--- config.mk ---
export PLATFORM = sky130hd
export DESIGN_NAME = bcd_regs
export DESIGN_NICKNAME = d
export VERILOG_FILES = /design/src/core/bcd_cfg_reg.v /design/src/core/bcd_err_flag.v /design/src/core/bcd_regs.v
export VERILOG_INCLUDE_DIRS = /design/src /design/src/core
export SDC_FILE = /design/constraint.sdc
export NUM_CORES = 1
export LEC_CHECK = 0
export BUFFER_PORTS_ARGS = -buffer_cell sky130_fd_sc_hd__buf_2
export CORE_AREA = 2 2 192 194
export DETAILED_ROUTE_END_ITERATION = 10
export DIE_AREA = 0 0 194 196
export PLACE_DENSITY = 0.65
export SLEW_MARGIN = 10
export SYNTH_ARGS = -nofsm -noshare
export SYNTH_HDL_FRONTEND = slang
export SYNTH_HIERARCHICAL = 1
export SYNTH_SLANG_ARGS = --single-unit
--- constraint.sdc ---
create_clock -name sys_clk -period 2.2 [get_ports sys_clk]
set_input_delay 0.11 -clock sys_clk [delete_from_list [all_inputs] [get_ports sys_clk]]
set_output_delay 0.11 -clock sys_clk [all_outputs]
set_load 0.02 [all_outputs]
--- src/core/bcd_map.vh ---
`ifndef BCD_MAP_VH
`define BCD_MAP_VH
// Register offsets (7-bit address)
`define BCD_A_GATE_ROUTE      7'h02
`define BCD_A_DIV1            7'h09
`define BCD_A_DIV2            7'h0A
`define BCD_A_PHEN1           7'h0B
`define BCD_A_PHEN2           7'h0C
`define BCD_A_PHTIM1          7'h0D
`define BCD_A_PHTIM2          7'h0E
`define BCD_A_GATE_PHASE      7'h0F
`define BCD_A_PHASE_ASSIGN    7'h10
`define BCD_A_PROP            7'h11
`define BCD_A_INTEG           7'h12
`define BCD_A_SLOPE           7'h13
`define BCD_A_SENSE_R         7'h14
`define BCD_A_GATE_SUPPLY     7'h15
`define BCD_A_HID_A           7'h19
`define BCD_A_IN_HIGH         7'h1A
`define BCD_A_IN_LOW          7'h1B
`define BCD_A_HID_B           7'h25
`define BCD_A_HID_C           7'h26
`define BCD_A_HID_D           7'h2F
`define BCD_A_HID_E           7'h30
`define BCD_A_SEL_CNT_LO      7'h41
`define BCD_A_SEL_CNT_HI      7'h42
`define BCD_A_IN_SUPPLY       7'h45
`define BCD_A_DIE_TEMP        7'h46
`define BCD_A_CALIB           7'h4C
`define BCD_A_HEALTH          7'h5F
// Reset values
`define BCD_R_GATE_ROUTE      8'h00
`define BCD_R_DIV             8'h0F
`define BCD_R_PHEN            8'h0F
`define BCD_R_PHTIM           8'h39
`define BCD_R_GATE_PHASE      8'h00
`define BCD_R_PHASE_ASSIGN    8'hE4
`define BCD_R_GAIN            8'h00
`define BCD_R_SLOPE           8'h88
`define BCD_R_SENSE_R         8'h00
`define BCD_R_GATE_SUPPLY     8'hFF
`define BCD_R_HID_A           8'h82
`define BCD_R_IN_HIGH         8'hFF
`define BCD_R_IN_LOW          8'h00
`define BCD_R_HID_B           8'h27
`define BCD_R_HID_C           8'h3B
`define BCD_R_HID_D           8'hE8
`define BCD_R_HID_E           8'h09
// Field positions
`define BCD_F_PHDEL_HI        7
`define BCD_F_PHDEL_LO        3
`define BCD_F_PHOFF_HI        2
`define BCD_F_PHOFF_LO        0
`define BCD_F_OUT1_OK         7
`define BCD_F_OUT2_OK         6
`define BCD_F_GS_OK           5
`define BCD_F_OVERTEMP        4
`define BCD_F_IN_LOW          3
`define BCD_F_IN_HIGH         2
`define BCD_F_SER_ERR         1
`define BCD_F_GS_FAULT        0
`endif

--- src/core/bcd_cfg_reg.v ---
`default_nettype none
// One configuration byte with write gate and reset value
module bcd_cfg_reg #(
    parameter [7:0] RST_VAL = 8'h00
) (
    // Clock and reset
    input  wire       sys_clk,
    input  wire       rst_b,
    input  wire       clk_en,
    // Write port
    input  wire       wr_en,
    input  wire [7:0] wr_data,
    // Stored value
    output reg  [7:0] q_r
);
    // Reset to listed default, load only when gated write arrives
    always @(posedge sys_clk or negedge rst_b) begin
        if (!rst_b) begin
            q_r <= RST_VAL;
        end else if (clk_en && wr_en) begin
            q_r <= wr_data;
        end
    end
endmodule // bcd_cfg_reg
`default_nettype wire

--- src/core/bcd_err_flag.v ---
`default_nettype none
// Sticky error bit, set beats clear
module bcd_err_flag (
    // Clock and reset
    input  wire sys_clk,
    input  wire rst_b,
    input  wire clk_en,
    // Events
    input  wire set_ev,
    input  wire clr_ev,
    // Latched flag
    output reg  flag_r
);
    // Set wins so an event in the clearing cycle is kept
    always @(posedge sys_clk or negedge rst_b) begin
        if (!rst_b) begin
            flag_r <= 1'b0;
        end else if (clk_en) begin
            if (set_ev) begin
                flag_r <= 1'b1;
            end else if (clr_ev) begin
                flag_r <= 1'b0;
            end
        end
    end
endmodule // bcd_err_flag
`default_nettype wire

--- src/core/bcd_regs.v ---
// Behaviour
// - Configuration writes only in configuration mode
// - Two eight-bit clock dividers, reset 0Fh
// - Per-output phase enables, low nibble, reset 0Fh
// - Phase timing: delay 7:3, off 2:0
// - Gain nibbles: output one low, two high
// - Diagnostic registers ignore writes
// - Status write clears latched error flags
// - Locked config write sets serial error
`include "bcd_map.vh"
`default_nettype none
module bcd_regs (
    // Clock and reset
    input  wire        sys_clk,
    input  wire        rst_b,
    input  wire        clk_en,
    // Register access from frame engine
    input  wire        acc_wr,
    input  wire        acc_rd,
    input  wire [6:0]  acc_addr,
    input  wire [7:0]  acc_wdata,
    input  wire        frame_bad,
    output reg  [7:0]  acc_rdata_r,
    output reg         acc_ok_r,
    // Mode
    input  wire        cfg_mode,
    // Live monitor inputs
    input  wire        out1_in_range,
    input  wire        out2_in_range,
    input  wire        gs_in_range,
    input  wire        overtemp_ev,
    input  wire        in_low_ev,
    input  wire        in_high_ev,
    input  wire        gs_fault_ev,
    input  wire [15:0] sel_edge_count,
    input  wire [7:0]  in_supply_meas,
    input  wire [7:0]  die_temp_meas,
    input  wire [7:0]  calib_result,
    // Configuration outputs
    output reg  [3:0]  gate_output_route_r,
    output reg  [7:0]  output1_divider_value_r,
    output reg  [7:0]  output2_divider_value_r,
    output reg  [3:0]  output1_phase_on_r,
    output reg  [3:0]  output2_phase_on_r,
    output reg  [4:0]  output1_phase_delay_r,
    output reg  [2:0]  output1_phase_off_r,
    output reg  [4:0]  output2_phase_delay_r,
    output reg  [2:0]  output2_phase_off_r,
    output reg  [3:0]  gate_phase_route_r,
    output reg  [7:0]  phase_output_choice_r,
    output reg  [3:0]  output1_proportional_gain_r,
    output reg  [3:0]  output2_proportional_gain_r,
    output reg  [3:0]  output1_integral_gain_r,
    output reg  [3:0]  output2_integral_gain_r,
    output reg  [7:0]  slope_comp_r,
    output reg  [7:0]  phase_sense_resistor_r,
    output reg  [7:0]  gate_supply_setting_r,
    output reg  [7:0]  input_high_limit_r,
    output reg  [7:0]  input_low_limit_r,
    output reg  [7:0]  health_status_r
);
    localparam NREG = 20;

    // Table of addresses and reset values, one entry per stored byte except the last hidden setting
    function [6:0] reg_addr;
        input integer i;
        begin
            case (i)
                0:       reg_addr = `BCD_A_GATE_ROUTE;
                1:       reg_addr = `BCD_A_DIV1;
                2:       reg_addr = `BCD_A_DIV2;
                3:       reg_addr = `BCD_A_PHEN1;
                4:       reg_addr = `BCD_A_PHEN2;
                5:       reg_addr = `BCD_A_PHTIM1;
                6:       reg_addr = `BCD_A_PHTIM2;
                7:       reg_addr = `BCD_A_GATE_PHASE;
                8:       reg_addr = `BCD_A_PHASE_ASSIGN;
                9:       reg_addr = `BCD_A_PROP;
                10:      reg_addr = `BCD_A_INTEG;
                11:      reg_addr = `BCD_A_SLOPE;
                12:      reg_addr = `BCD_A_SENSE_R;
                13:      reg_addr = `BCD_A_GATE_SUPPLY;
                14:      reg_addr = `BCD_A_IN_HIGH;
                15:      reg_addr = `BCD_A_IN_LOW;
                16:      reg_addr = `BCD_A_HID_A;
                17:      reg_addr = `BCD_A_HID_B;
                18:      reg_addr = `BCD_A_HID_C;
                default: reg_addr = `BCD_A_HID_D;
            endcase
        end
    endfunction

    function [7:0] reg_rst;
        input integer i;
        begin
            case (i)
                0:       reg_rst = `BCD_R_GATE_ROUTE;
                1:       reg_rst = `BCD_R_DIV;
                2:       reg_rst = `BCD_R_DIV;
                3:       reg_rst = `BCD_R_PHEN;
                4:       reg_rst = `BCD_R_PHEN;
                5:       reg_rst = `BCD_R_PHTIM;
                6:       reg_rst = `BCD_R_PHTIM;
                7:       reg_rst = `BCD_R_GATE_PHASE;
                8:       reg_rst = `BCD_R_PHASE_ASSIGN;
                9:       reg_rst = `BCD_R_GAIN;
                10:      reg_rst = `BCD_R_GAIN;
                11:      reg_rst = `BCD_R_SLOPE;
                12:      reg_rst = `BCD_R_SENSE_R;
                13:      reg_rst = `BCD_R_GATE_SUPPLY;
                14:      reg_rst = `BCD_R_IN_HIGH;
                15:      reg_rst = `BCD_R_IN_LOW;
                16:      reg_rst = `BCD_R_HID_A;
                17:      reg_rst = `BCD_R_HID_B;
                18:      reg_rst = `BCD_R_HID_C;
                default: reg_rst = `BCD_R_HID_D;
            endcase
        end
    endfunction

    // Entries below this index are configuration group (mode locked)
    localparam NCFG = 16;

    wire [NREG*8-1:0] store_q;
    wire [NREG-1:0]   hit;
    reg  [7:0]        hid_e_r;

    // Address decode and storage, one entry per table register
    genvar g;
    generate
        for (g = 0; g < NREG; g = g + 1) begin : g_reg
            // Hidden settings sit above the config entries and are never locked
            wire lock_ok = (g < NCFG) ? cfg_mode : 1'b1;
            assign hit[g] = (acc_addr == reg_addr(g));
            bcd_cfg_reg #(
                .RST_VAL (reg_rst(g))
            ) u_reg (
                .sys_clk (sys_clk),
                .rst_b   (rst_b),
                .clk_en  (clk_en),
                .wr_en   (acc_wr & hit[g] & lock_ok & ~frame_bad),
                .wr_data (acc_wdata),
                .q_r     (store_q[g*8 +: 8])
            );
        end
    endgenerate

    // Last hidden setting kept locally; host is expected to leave it alone
    wire hit_e = (acc_addr == `BCD_A_HID_E);
    always @(posedge sys_clk or negedge rst_b) begin
        if (!rst_b) begin
            hid_e_r <= `BCD_R_HID_E;
        end else if (clk_en && acc_wr && hit_e && !frame_bad) begin
            hid_e_r <= acc_wdata;
        end
    end

    // Address classes
    wire cfg_hit    = |hit[NCFG-1:0];
    wire diag_hit   = (acc_addr == `BCD_A_SEL_CNT_LO) ||
                      (acc_addr == `BCD_A_SEL_CNT_HI) ||
                      (acc_addr == `BCD_A_IN_SUPPLY)  ||
                      (acc_addr == `BCD_A_DIE_TEMP)   ||
                      (acc_addr == `BCD_A_CALIB);
    wire health_hit = (acc_addr == `BCD_A_HEALTH);
    wire known      = (|hit) | hit_e | diag_hit | health_hit;

    // Erroneous access: locked config write, read-only write, unmapped, bad length
    wire bad_acc = frame_bad |
                   (acc_wr & cfg_hit & ~cfg_mode) |
                   (acc_wr & diag_hit) |
                   ((acc_wr | acc_rd) & ~known);

    // Latched error flags
    // Clear needs a clean frame; a set in the same cycle still wins
    wire ser_err_q;
    wire ot_q;
    wire inl_q;
    wire inh_q;
    wire gsf_q;
    wire clr_ev = clk_en & acc_wr & health_hit & ~frame_bad;

    bcd_err_flag u_ser (
        .sys_clk (sys_clk),
        .rst_b   (rst_b),
        .clk_en  (clk_en),
        .set_ev  (clk_en & bad_acc),
        .clr_ev  (clr_ev),
        .flag_r  (ser_err_q)
    );

    bcd_err_flag u_ot (
        .sys_clk (sys_clk),
        .rst_b   (rst_b),
        .clk_en  (clk_en),
        .set_ev  (overtemp_ev),
        .clr_ev  (clr_ev),
        .flag_r  (ot_q)
    );

    bcd_err_flag u_inl (
        .sys_clk (sys_clk),
        .rst_b   (rst_b),
        .clk_en  (clk_en),
        .set_ev  (in_low_ev),
        .clr_ev  (clr_ev),
        .flag_r  (inl_q)
    );

    bcd_err_flag u_inh (
        .sys_clk (sys_clk),
        .rst_b   (rst_b),
        .clk_en  (clk_en),
        .set_ev  (in_high_ev),
        .clr_ev  (clr_ev),
        .flag_r  (inh_q)
    );

    bcd_err_flag u_gsf (
        .sys_clk (sys_clk),
        .rst_b   (rst_b),
        .clk_en  (clk_en),
        .set_ev  (gs_fault_ev),
        .clr_ev  (clr_ev),
        .flag_r  (gsf_q)
    );

    // Status byte: live ok bits on top, latched errors below
    wire [7:0] health_nxt;
    assign health_nxt[`BCD_F_OUT1_OK]  = out1_in_range;
    assign health_nxt[`BCD_F_OUT2_OK]  = out2_in_range;
    assign health_nxt[`BCD_F_GS_OK]    = gs_in_range;
    assign health_nxt[`BCD_F_OVERTEMP] = ot_q;
    assign health_nxt[`BCD_F_IN_LOW]   = inl_q;
    assign health_nxt[`BCD_F_IN_HIGH]  = inh_q;
    assign health_nxt[`BCD_F_SER_ERR]  = ser_err_q;
    assign health_nxt[`BCD_F_GS_FAULT] = gsf_q;

    // Read mux; bad access answers zero in the data field
    // Table hits first, then the separate case; the two never overlap
    reg [7:0] rdata_nxt;
    integer k;
    always @* begin
        rdata_nxt = 8'h00;
        for (k = 0; k < NREG; k = k + 1) begin
            if (hit[k]) begin
                rdata_nxt = store_q[k*8 +: 8];
            end
        end
        case (acc_addr)
            `BCD_A_HID_E:      rdata_nxt = hid_e_r;
            `BCD_A_SEL_CNT_LO: rdata_nxt = sel_edge_count[7:0];
            `BCD_A_SEL_CNT_HI: rdata_nxt = sel_edge_count[15:8];
            `BCD_A_IN_SUPPLY:  rdata_nxt = in_supply_meas;
            `BCD_A_DIE_TEMP:   rdata_nxt = die_temp_meas;
            `BCD_A_CALIB:      rdata_nxt = calib_result;
            `BCD_A_HEALTH:     rdata_nxt = health_status_r;
            default:           rdata_nxt = rdata_nxt;
        endcase
        if (bad_acc) begin
            rdata_nxt = 8'h00;
        end
    end

    // Registered answer and status image; an accepted write answers with its own write data
    always @(posedge sys_clk or negedge rst_b) begin
        if (!rst_b) begin
            acc_rdata_r     <= 8'h00;
            acc_ok_r        <= 1'b0;
            health_status_r <= 8'h00;
        end else if (clk_en) begin
            health_status_r <= health_nxt;
            // Idle cycles leave the last answer standing
            if (acc_wr | acc_rd) begin
                acc_rdata_r <= (acc_wr & ~bad_acc) ? acc_wdata : rdata_nxt;
                acc_ok_r    <= ~bad_acc;
            end
        end
    end

    // Field outputs registered from storage
    always @(posedge sys_clk or negedge rst_b) begin
        if (!rst_b) begin
            // Routing and dividers
            gate_output_route_r         <= 4'h0;
            output1_divider_value_r     <= `BCD_R_DIV;
            output2_divider_value_r     <= `BCD_R_DIV;

            // Phase enables and timing fields
            output1_phase_on_r          <= 4'hF;
            output2_phase_on_r          <= 4'hF;
            output1_phase_delay_r       <= 5'h07;
            output1_phase_off_r         <= 3'h1;
            output2_phase_delay_r       <= 5'h07;
            output2_phase_off_r         <= 3'h1;

            // Phase routing and loop gains
            gate_phase_route_r          <= 4'h0;
            phase_output_choice_r       <= `BCD_R_PHASE_ASSIGN;
            output1_proportional_gain_r <= 4'h0;
            output2_proportional_gain_r <= 4'h0;
            output1_integral_gain_r     <= 4'h0;
            output2_integral_gain_r     <= 4'h0;

            // Analogue settings
            slope_comp_r                <= `BCD_R_SLOPE;
            phase_sense_resistor_r      <= `BCD_R_SENSE_R;
            gate_supply_setting_r       <= `BCD_R_GATE_SUPPLY;
            input_high_limit_r          <= `BCD_R_IN_HIGH;
            input_low_limit_r           <= `BCD_R_IN_LOW;
        end else if (clk_en) begin
            // Routing, dividers, phase enables and timing
            gate_output_route_r         <= store_q[0*8 +: 4];
            output1_divider_value_r     <= store_q[1*8 +: 8];
            output2_divider_value_r     <= store_q[2*8 +: 8];
            output1_phase_on_r          <= store_q[3*8 +: 4];
            output2_phase_on_r          <= store_q[4*8 +: 4];
            output1_phase_delay_r       <= store_q[5*8+`BCD_F_PHDEL_LO +: 5];
            output1_phase_off_r         <= store_q[5*8+`BCD_F_PHOFF_LO +: 3];
            output2_phase_delay_r       <= store_q[6*8+`BCD_F_PHDEL_LO +: 5];
            output2_phase_off_r         <= store_q[6*8+`BCD_F_PHOFF_LO +: 3];

            // Phase routing and loop gains
            gate_phase_route_r          <= store_q[7*8 +: 4];
            phase_output_choice_r       <= store_q[8*8 +: 8];
            output1_proportional_gain_r <= store_q[9*8 +: 4];
            output2_proportional_gain_r <= store_q[9*8+4 +: 4];
            output1_integral_gain_r     <= store_q[10*8 +: 4];
            output2_integral_gain_r     <= store_q[10*8+4 +: 4];

            // Analogue settings
            slope_comp_r                <= store_q[11*8 +: 8];
            phase_sense_resistor_r      <= store_q[12*8 +: 8];
            gate_supply_setting_r       <= store_q[13*8 +: 8];
            input_high_limit_r          <= store_q[14*8 +: 8];
            input_low_limit_r           <= store_q[15*8 +: 8];
        end
    end
endmodule // bcd_regs
`default_nettype wire

==> results of run 1 <==
[power breakdown]
part / internal [mW] / switching [mW] / total (mW)
registers: 5.70 / 0.0947 / 5.80
clock network: 3.30 / 2.26 / 5.57
logic: 0.431 / 0.689 / 1.12
total: 9.43 / 3.05 / 12.5
[final timing paths]
path,from,end,slack [ns],cells past startpoint
max,acc_addr[1],acc_rdata_r[1],0.008,9
min,die_temp_meas[6],acc_rdata_r[6],0.04,5
max reg2reg,g_reg[4].u_reg/q_r[3],acc_rdata_r[3],0.11,6
min reg2reg,output1_divider_value_r[6],output1_divider_value_r[6],0.50,1
max in group asynchronous,rst_b,g_reg[14].u_reg/q_r[2],1.27,3
min in group asynchronous,rst_b,hid_e_r[2],0.17,2
[worst max-delay path: cells and delay by family]
family                 cells  cell delay (ns)
AOI/OAI and AO/OA          4             1.48
buffers and inverters      3             0.60
and+or+nand+nor            2             0.36
[cells by family (layout without fill, tap and decap cells)]
| family | after synthesis | in the layout |
|---|---|---|
| AOI/OAI and AO/OA | 222 | 222 |
| and+or+nand+nor | 216 | 216 |
| muxes | 300 | 300 |
| DFF | 302 | 302 |
| buffers and inverters | 58 | 406 |
| xor gates and xnor gates | 1 | 1 |
[cells in the mapped netlist (6+ instances only)]
| cell | instances | area share |
|---|---|---|
| a222oi_1 | 12 | 0.0085 |
| dfstp_2 | 109 | 0.20 |
| clkbuf_1 | 25 | 0.0066 |
| mux2i_1 | 8 | 0.0057 |
| nand2_2 | 21 | 0.0093 |
| nor2b_1 | 11 | 0.0049 |
| nand3_1 | 21 | 0.0074 |
| a2111oi_0 | 6 | 0.0037 |
| a31oi_1 | 8 | 0.0035 |
| a211oi_1 | 7 | 0.0037 |
| o211ai_1 | 12 | 0.0064 |
| o22a_1 | 7 | 0.0043 |
| o22ai_1 | 10 | 0.0044 |
| o221ai_1 | 7 | 0.0043 |
| o21ai_0 | 38 | 0.013 |
| nand2_1 | 46 | 0.012 |
| o21ai_1 | 12 | 0.0042 |
| mux2_2 | 291 | 0.23 |
| buf_2 | 18 | 0.0064 |
| and2_1 | 11 | 0.0049 |
| dfrtp_1 | 193 | 0.34 |
| nor2_1 | 42 | 0.011 |
| nor3_1 | 13 | 0.0046 |
| a32oi_1 | 6 | 0.0037 |
| nand4_1 | 8 | 0.0035 |
| a22oi_1 | 18 | 0.0095 |
| a21oi_1 | 27 | 0.0095 |
| a22o_1 | 8 | 0.0049 |
[area by class of cell]
type                            instances  area share
Multi-Input combinational cell        739       0.349
Inverter                                3    0.000633
Tap cell                              468      0.0329
Sequential cell                       302       0.432
Clock inverter                         10     0.00527
Timing Repair Buffer                  342       0.123
Clock buffer                           51      0.0566
[routing by layer]
metal | wire (um) | global-route usage
met1 | 21200 | 0.349
met2 | 20900 | 0.378
met3 | 3190 | 0.0433
met4 | 971 | 0.0592
met5 | 9 | 0
[per-stage QoR]
| step | util | TNS (ns) | area [sq um] | worst slack (ns) | power [mW] |
|---|---|---|---|---|---|
| 2_1_floorplan | - | 0 | 14200 | 0.340 | 6.34 |
| 3_3_place_gp | 0.460 | -2.28 | 16600 | -0.456 | 6.98 |
| 3_5_place_dp | 0.460 | -2.13 | 16600 | -0.409 | 6.99 |
| 4_1_cts | 0.493 | 0 | 17800 | 0.0160 | 12.6 |
| 5_1_grt | 0.493 | 0 | 17800 | 0.0372 | 12.9 |
| 6_report | 0.493 | 0 | 17800 | 0.00827 | 12.5 |
[timing repair]
item | CTS | global route
gates resized for setup | 1 | 4
pin swaps | 0 | 0
hold buffers | 9 | 0
setup endpoints to repair | 1 | 3
endpoints found under the hold margin | 67 | 0
==> reports/qor.yml, run 1 <==
critical_path:
  worst_path_most_repeated_cell: "buf_4"
  slowest_delay_ns: 0.60
  worst-path-max-fanout: 14
  data_required_time_of_the_worst_path_ns: 2.58
  slowest_stage: "a21boi_0"
  setup.worst_path.class: "in -> reg"
  timing.critical_path.to_type: "flip-flop"
  crit_chain: "buf_2 -> buf_4 -> buf_4 -> nand4bb_1 -> nor2_1 -> a21boi_0 -> o2111ai_2 -> a221oi_1 -> a211oi_1"
  worst-endpoint-arrival_ns: 2.57
  crit_path_start_kind: "input pin"
yosys:
  synth_seq_area_share: 0.543
  syn-mean-instance-area_sq_um: 12.9
  post_synth_top_flop: "dfrtp_1"
  yosys-mux-area-fraction: 0.238
  synth_compound_gate_area_share: 0.112
  synth_xor_xnor_area_share: 0.000618
  combinational_family_with_the_most_area_after_synthesis: "multiplexers"
  ys_ff_latch: 302
  netlist-cell-type-count: 79
  async_reset_ff_frac: 1.00
  synth_simple_gate_area_frac: 0.0860
  count_of_yosys_warnings_during_synthesis: 6
  synthAdderAreaFrac: 0
  synth_area_sq_um: 14200
  synth_enable_flop_cells: 0
  syn_nets: 1168
  syn_inst: 1099
routing:
  routed-via-count: 10900
  drc: 0
  dr.pass1.iters: 8
  vias_per_cell: 5.67
  post_drt_wl_per_cell_um: 24.2
  drt-initial-drc-count: 907
  drt.antenna.violating_nets: 0
  routed_wl_um: 46300
floorplan:
  placementRows: 70
  floorplan.core_area_sq_um: 36100
  initial_core_util: 0.393
  dieArea_sq_um: 38000
  io-pin-count: 198
  die-width_um: 194
  dieHeight_um: 196
finish:
  num_antenna_cells: 0
  layout-area-overhead-vs-synth_pct: 25.5
  nFillCells: 3264
  seq_area_sq_um: 7690
  fin_nets: 1491
  share_of_cells_above_drive_strength_1: 0.573
  final_common_cell: "mux2_2"
  multiInputGateArea_sq_um: 6210
  largest_register_ff_count: 160
  most-common-layout-cells: "mux2_2 (291), buf_2 (195), dfrtp_1 (193)"
  layout.cells.non_filler: 1915
  regMostFlops: "g.u_reg/q_r"
outcome:
  run_status: "complete, no violations"
clock_tree:
  cts_inserted_buffers: 34
  worst_setup_hold_path_clk_slew_ns: 0.06
  insertion_delay_ns: 0.52
  cts.root.buffer_cell: "clkbuf_16"
  clock_tree.buffer_depth: 3
  cts_sinks: 302
  cts_tree: "yes"
  postCtsSetupBuffers: 0
  cts_htree_levels: 2
timing:
  final_worst_path_cycle_share: 0.996
  final.hold.worst_slack_ns: 0.0406
  worst_clock_skew_ns: 0.0132
  grt_setup_unrepaired: "no"
  max_freq_ghz: 0.456
  tightestPinTransition_ns: 0.714
  final_period_minus_worst_setup_slack_ns: 2.19
  slew_headroom: 0.520
  timing_max_transition_violations_final: 0
  number_of_endpoints_with_negative_hold_slack_in_the_final_report: 0
  setup_violations: 0
grt:
  grt_pass1_wl_um: 70200
  vias_in_the_first_global_route: 10900
  track_usage: 0.242
  grt_max_degree: 89
  grt_antenna_before_repair: 2
  aggregate_global_routing_overflow: 0
min_path:
  hold_path_class: "in -> reg"
power_and_ir_drop:
  max-vdd-ir-drop_mv: 0.410
  power_density_normalized_to_cell_area_nw_per_um2: 702
  p_leak_nw: 8.47
place:
  place.detailed.hpwl_um: 33900
  routabilityCongestion: 0.962
  dp.cells: 1845
  port_buffers: 197
run:
  cap_violations: 0
(Power assumes the default switching activity.)
==> inputs of run 2 (changes only) <==
--- a/config.mk
+++ b/config.mk
@@ -6,11 +6,12 @@
 export SDC_FILE = /design/constraint.sdc
 export NUM_CORES = 1
 export LEC_CHECK = 0
+export ABC_AREA = 1
 export BUFFER_PORTS_ARGS = -buffer_cell sky130_fd_sc_hd__buf_2
-export CORE_AREA = 2 2 192 194
+export CORE_AREA = 3 3 196 198
 export DETAILED_ROUTE_END_ITERATION = 10
-export DIE_AREA = 0 0 194 196
-export PLACE_DENSITY = 0.65
+export DIE_AREA = 0 0 199 201
+export PLACE_DENSITY = 0.66
 export SLEW_MARGIN = 10
 export SYNTH_ARGS = -nofsm -noshare
 export SYNTH_HDL_FRONTEND = slang
==> reports/qor.yml, run 2 <==
grt:
  grt_max_degree: 154  # +73%
  vias_in_the_first_global_route: 12900  # +18%
  aggregate_global_routing_overflow: 0  # unchanged
  grt_pass1_wl_um: 72400  # +3.1%
  grt_antenna_before_repair: 3  # +1
  track_usage: 0.227  # -0.0145
floorplan:
  die-width_um: 199  # +2.6%
  placementRows: 70  # unchanged
  floorplan.core_area_sq_um: 36700  # +1.7%
  io-pin-count: 198  # unchanged
  initial_core_util: 0.401  # +0.00878
  dieHeight_um: 201  # +2.6%
  dieArea_sq_um: 40000  # +5.2%
min_path:
  worst_hold_startpoint: "acc_wdata[6]"
  min_delay_path_depth: 3  # -2
  min_delay_worst_endpoint: "g_reg[19].u_reg/q_r[6]"
  hold_path_class: "in -> reg"
finish:
  share_of_cells_above_drive_strength_1: 0.263  # -0.309
  fin_nets: 2143  # +44%
  regMostFlops: "g.u_reg/q_r"
  utilization: 0.489  # -0.00356
  postLayoutCellArea_sq_um: 18000  # +0.96%
  largest_register_ff_count: 160  # unchanged
  seq_area_sq_um: 7690  # unchanged
  final_common_cell: "nand2_1"
  most-common-layout-cells: "nand2_1 (823), buf_2 (195), dfrtp_1 (193)"
  multiInputGateArea_sq_um: 6040  # -2.7%
  nFillCells: 3445  # +5.5%
  layout-area-overhead-vs-synth_pct: 21.9
power_and_ir_drop:
  p_leak_nw: 9.30  # +9.8%
  internal_power_mw: 9.56  # +1.3%
  max-vdd-ir-drop_mv: 0.488  # +19%
  power_density_normalized_to_cell_area_nw_per_um2: 705  # +0.52%
  seq_power_share: 0.458  # -0.006
  power.switching_mw: 3.11  # +2.0%
  power.clock.fraction: 0.464  # +0.018
  power.share.switching: 0.246  # +0.00134
  combPwrFrac: 0.078  # -0.012
  finalPower_mw: 12.7  # +1.5%
critical_path:
  regToRegEndpoint: "acc_rdata_r[7]"
  slowest_stage: "dfrtp_1"
  slowest_delay_ns: 0.43  # -0.17 ns
  crit-reg2reg-launch: "g_reg[1].u_reg/q_r[7]"
  timing.reg2reg.setup_slack_ns: 0.21  # +0.10 ns
  worst_path_most_repeated_cell: "nand2_1"
  setup.worst_path.class: "reg -> reg"
  cp_num_buf_inv: 0  # -3
  worst-endpoint-arrival_ns: 2.39  # -0.18 ns
  worst-path-max-fanout: 3  # -11
  data_required_time_of_the_worst_path_ns: 2.61  # +0.03 ns
  crit_family: "simple AND/OR/NAND/NOR gates"
  timing.critical_path.to_type: "flip-flop"
  reg2reg_path_depth: 13  # +7
  crit_chain: "nand2_1 -> nand3_1 -> a21oi_1 -> nand4_1 -> nand3b_1 -> nand2_1 -> nand2_1 -> nand2_1 -> nand4_1 -> nor2_1 -> nand3_1 -> nand2_1 -> a21oi_1"
  crit_path_start_kind: "flip-flop"
routing:
  drc: 0  # unchanged
  routed-via-count: 13200  # +22%
  drt.antenna.violating_nets: 0  # unchanged
  routed_wl_um: 45700  # -1.4%
  drt-initial-drc-count: 1082  # +19%
  post_drt_wl_per_cell_um: 17.8  # -27%
  vias_per_cell: 5.16  # -9.1%
  dr.pass1.iters: 6  # -2
timing:
  number_of_endpoints_with_negative_hold_slack_in_the_final_report: 0  # unchanged
  final_period_minus_worst_setup_slack_ns: 1.99  # -0.206 ns
  grt_setup_unrepaired: "no"
  setup_violations: 0  # unchanged
  timing_max_transition_violations_final: 0  # unchanged
  setup_tns_ns: 0  # unchanged
  tightestPinTransition_ns: 1.02  # +0.303 ns
  final.hold.worst_slack_ns: 0.0347  # -0.00589 ns
  worst_clock_skew_ns: 0.0176  # +0.00441 ns
  slew_headroom: 0.319  # -0.200
  max_freq_ghz: 0.504  # +10%
  final_worst_path_cycle_share: 0.903  # -0.0936
place:
  port_buffers: 197  # unchanged
  place.detailed.hpwl_um: 32900  # -3.0%
  post_place_cell_area_sq_um: 16600  # +0.40%
  routabilityCongestion: 0.945  # -1.8%
yosys:
  async_reset_ff_frac: 1.00  # unchanged
  ys_ff_latch: 302  # unchanged
  count_of_yosys_warnings_during_synthesis: 6  # unchanged
  synth_enable_flop_cells: 0  # unchanged
  post_synth_top_flop: "dfrtp_1"
  post-synth-top-count-cell: "nand2_1"
  yosys.area.top_type_share: 0.328  # -0.0130
  syn_nets: 1866  # +60%
  netlist-cell-type-count: 39  # -51%
  synth_seq_area_share: 0.522  # -0.0207
  syn_inst: 1797  # +64%
  synth_area_leaders: "dfrtp_1 (33%), nand2_1 (21%), dfstp_2 (19%), nand3_1 (6.5%), buf_6 (3.1%)"
  synth_area_sq_um: 14700  # +4.0%
  ys_top_cells_by_count: "nand2_1 (823), dfrtp_1 (193), nand3_1 (190)"
  synth.largest_area_cell: "dfrtp_1"
  syn-mean-instance-area_sq_um: 8.20  # -36%
clock_tree:
  cts_sinks: 302  # unchanged
  postCtsSetupBuffers: 0  # unchanged
  cts_inserted_buffers: 34  # unchanged
  insertion_delay_ns: 0.52  # about the same
  clock_tree.buffer_depth: 3  # unchanged
  cts_htree_levels: 2  # unchanged
  worst_setup_hold_path_clk_slew_ns: 0.06  # about the same
  cts_tree: "yes"
  cts.root.buffer_cell: "clkbuf_16"
outcome:
  run_status: "complete, no violations"
run:
  cap_violations: 0  # unchanged
## run 2: cell types whose count changed after synthesis, moves of 18 or more
cell | before | now
nor2_1 | 42 | 73
nand2_1 | 46 | 823
nand2_2 | 21 | 2
nand2_8 | 0 | 20
buf_6 | 5 | 40
a22oi_1 | 18 | 0
nand3_1 | 21 | 190
inv_2 | 2 | 29
inv_1 | 1 | 77
mux2_2 | 291 | 1
## run 2: area by class of cell
| type | count | area share |
|---|---|---|
| timing repair buffer | 316 | 0.115 |
| antenna | 2 | 0.000279 |
| clock buffer | 50 | 0.0564 |
| sequential | 302 | 0.428 |
| inverter | 109 | 0.0233 |
| clock inverter | 11 | 0.00794 |
| multi-input combinational | 1311 | 0.336 |
| tap | 468 | 0.0326 |
## run 2: power by group through the flow
stage          Combinational [mW]  Sequential, mW  Clock [mW]
4_1_cts                     0.998            5.80        6.00
6_report                    0.991            5.81        5.87
2_1_floorplan               0.387            5.95           0
5_1_grt                      1.09            5.82        6.23
3_3_place_gp                0.962            5.89           0
3_5_place_dp                0.976            5.89           0
## run 2: per-layer routing
layer  wire [um]  vias up  GRT usage
met2       20600      528      0.353
li1            -     6301          -
met1       20300     6323      0.324
met5          23        -          0
met4        1210        4     0.0653
met3        3440       88     0.0446
## run 2: stage by stage
step	instances	setup slack, ns
floorplan	1797	0.372
global placement	2491	-0.102
detailed placement	2491	-0.183
CTS	2567	0.267
global route	2568	0.122
finish	2569	0.214
## run 2: kinds of logic (layout without fill, tap and decap cells)
| kind of cell | after synthesis | count (layout) | share of synthesized area |
|---|---|---|---|
| AO/OA/AOI/OAI | 144 | 144 | 0.0585 |
| flip-flops | 302 | 302 | 0.522 |
| other | 0 | 2 | 0 |
| buffers and inverters | 184 | 486 | 0.0679 |
| AND/OR/NAND/NOR | 1166 | 1166 | 0.351 |
| multiplexers | 1 | 1 | 0.000764 |
## run 2: repair_timing
item                                   in CTS  in global routing
resized for setup                           0                  0
endpoints found under the hold margin      73                  0
hold buffers                               15                  0
## run 2: how the worst max path moves through the flow
stage / start / endpoint / slack [ns] / depth (start not counted)
after floorplan: acc_addr[5] / acc_rdata_r[3] / 0.37 / 17
after global placement: acc_addr[5] / acc_rdata_r[3] / -0.10 / 19
after detailed placement: acc_addr[5] / acc_rdata_r[0] / -0.18 / 19
after CTS: g_reg[1].u_reg/q_r[7] / acc_rdata_r[7] / 0.27 / 13
after global routing: g_reg[3].u_reg/q_r[2] / acc_rdata_r[2] / 0.12 / 16
final: g_reg[1].u_reg/q_r[7] / acc_rdata_r[7] / 0.21 / 13
## run 2: tightest hold or removal path, stage by stage
cell and delay, ns:
buf_2 0.25, nand3_1 0.14, nand2_1 0.05
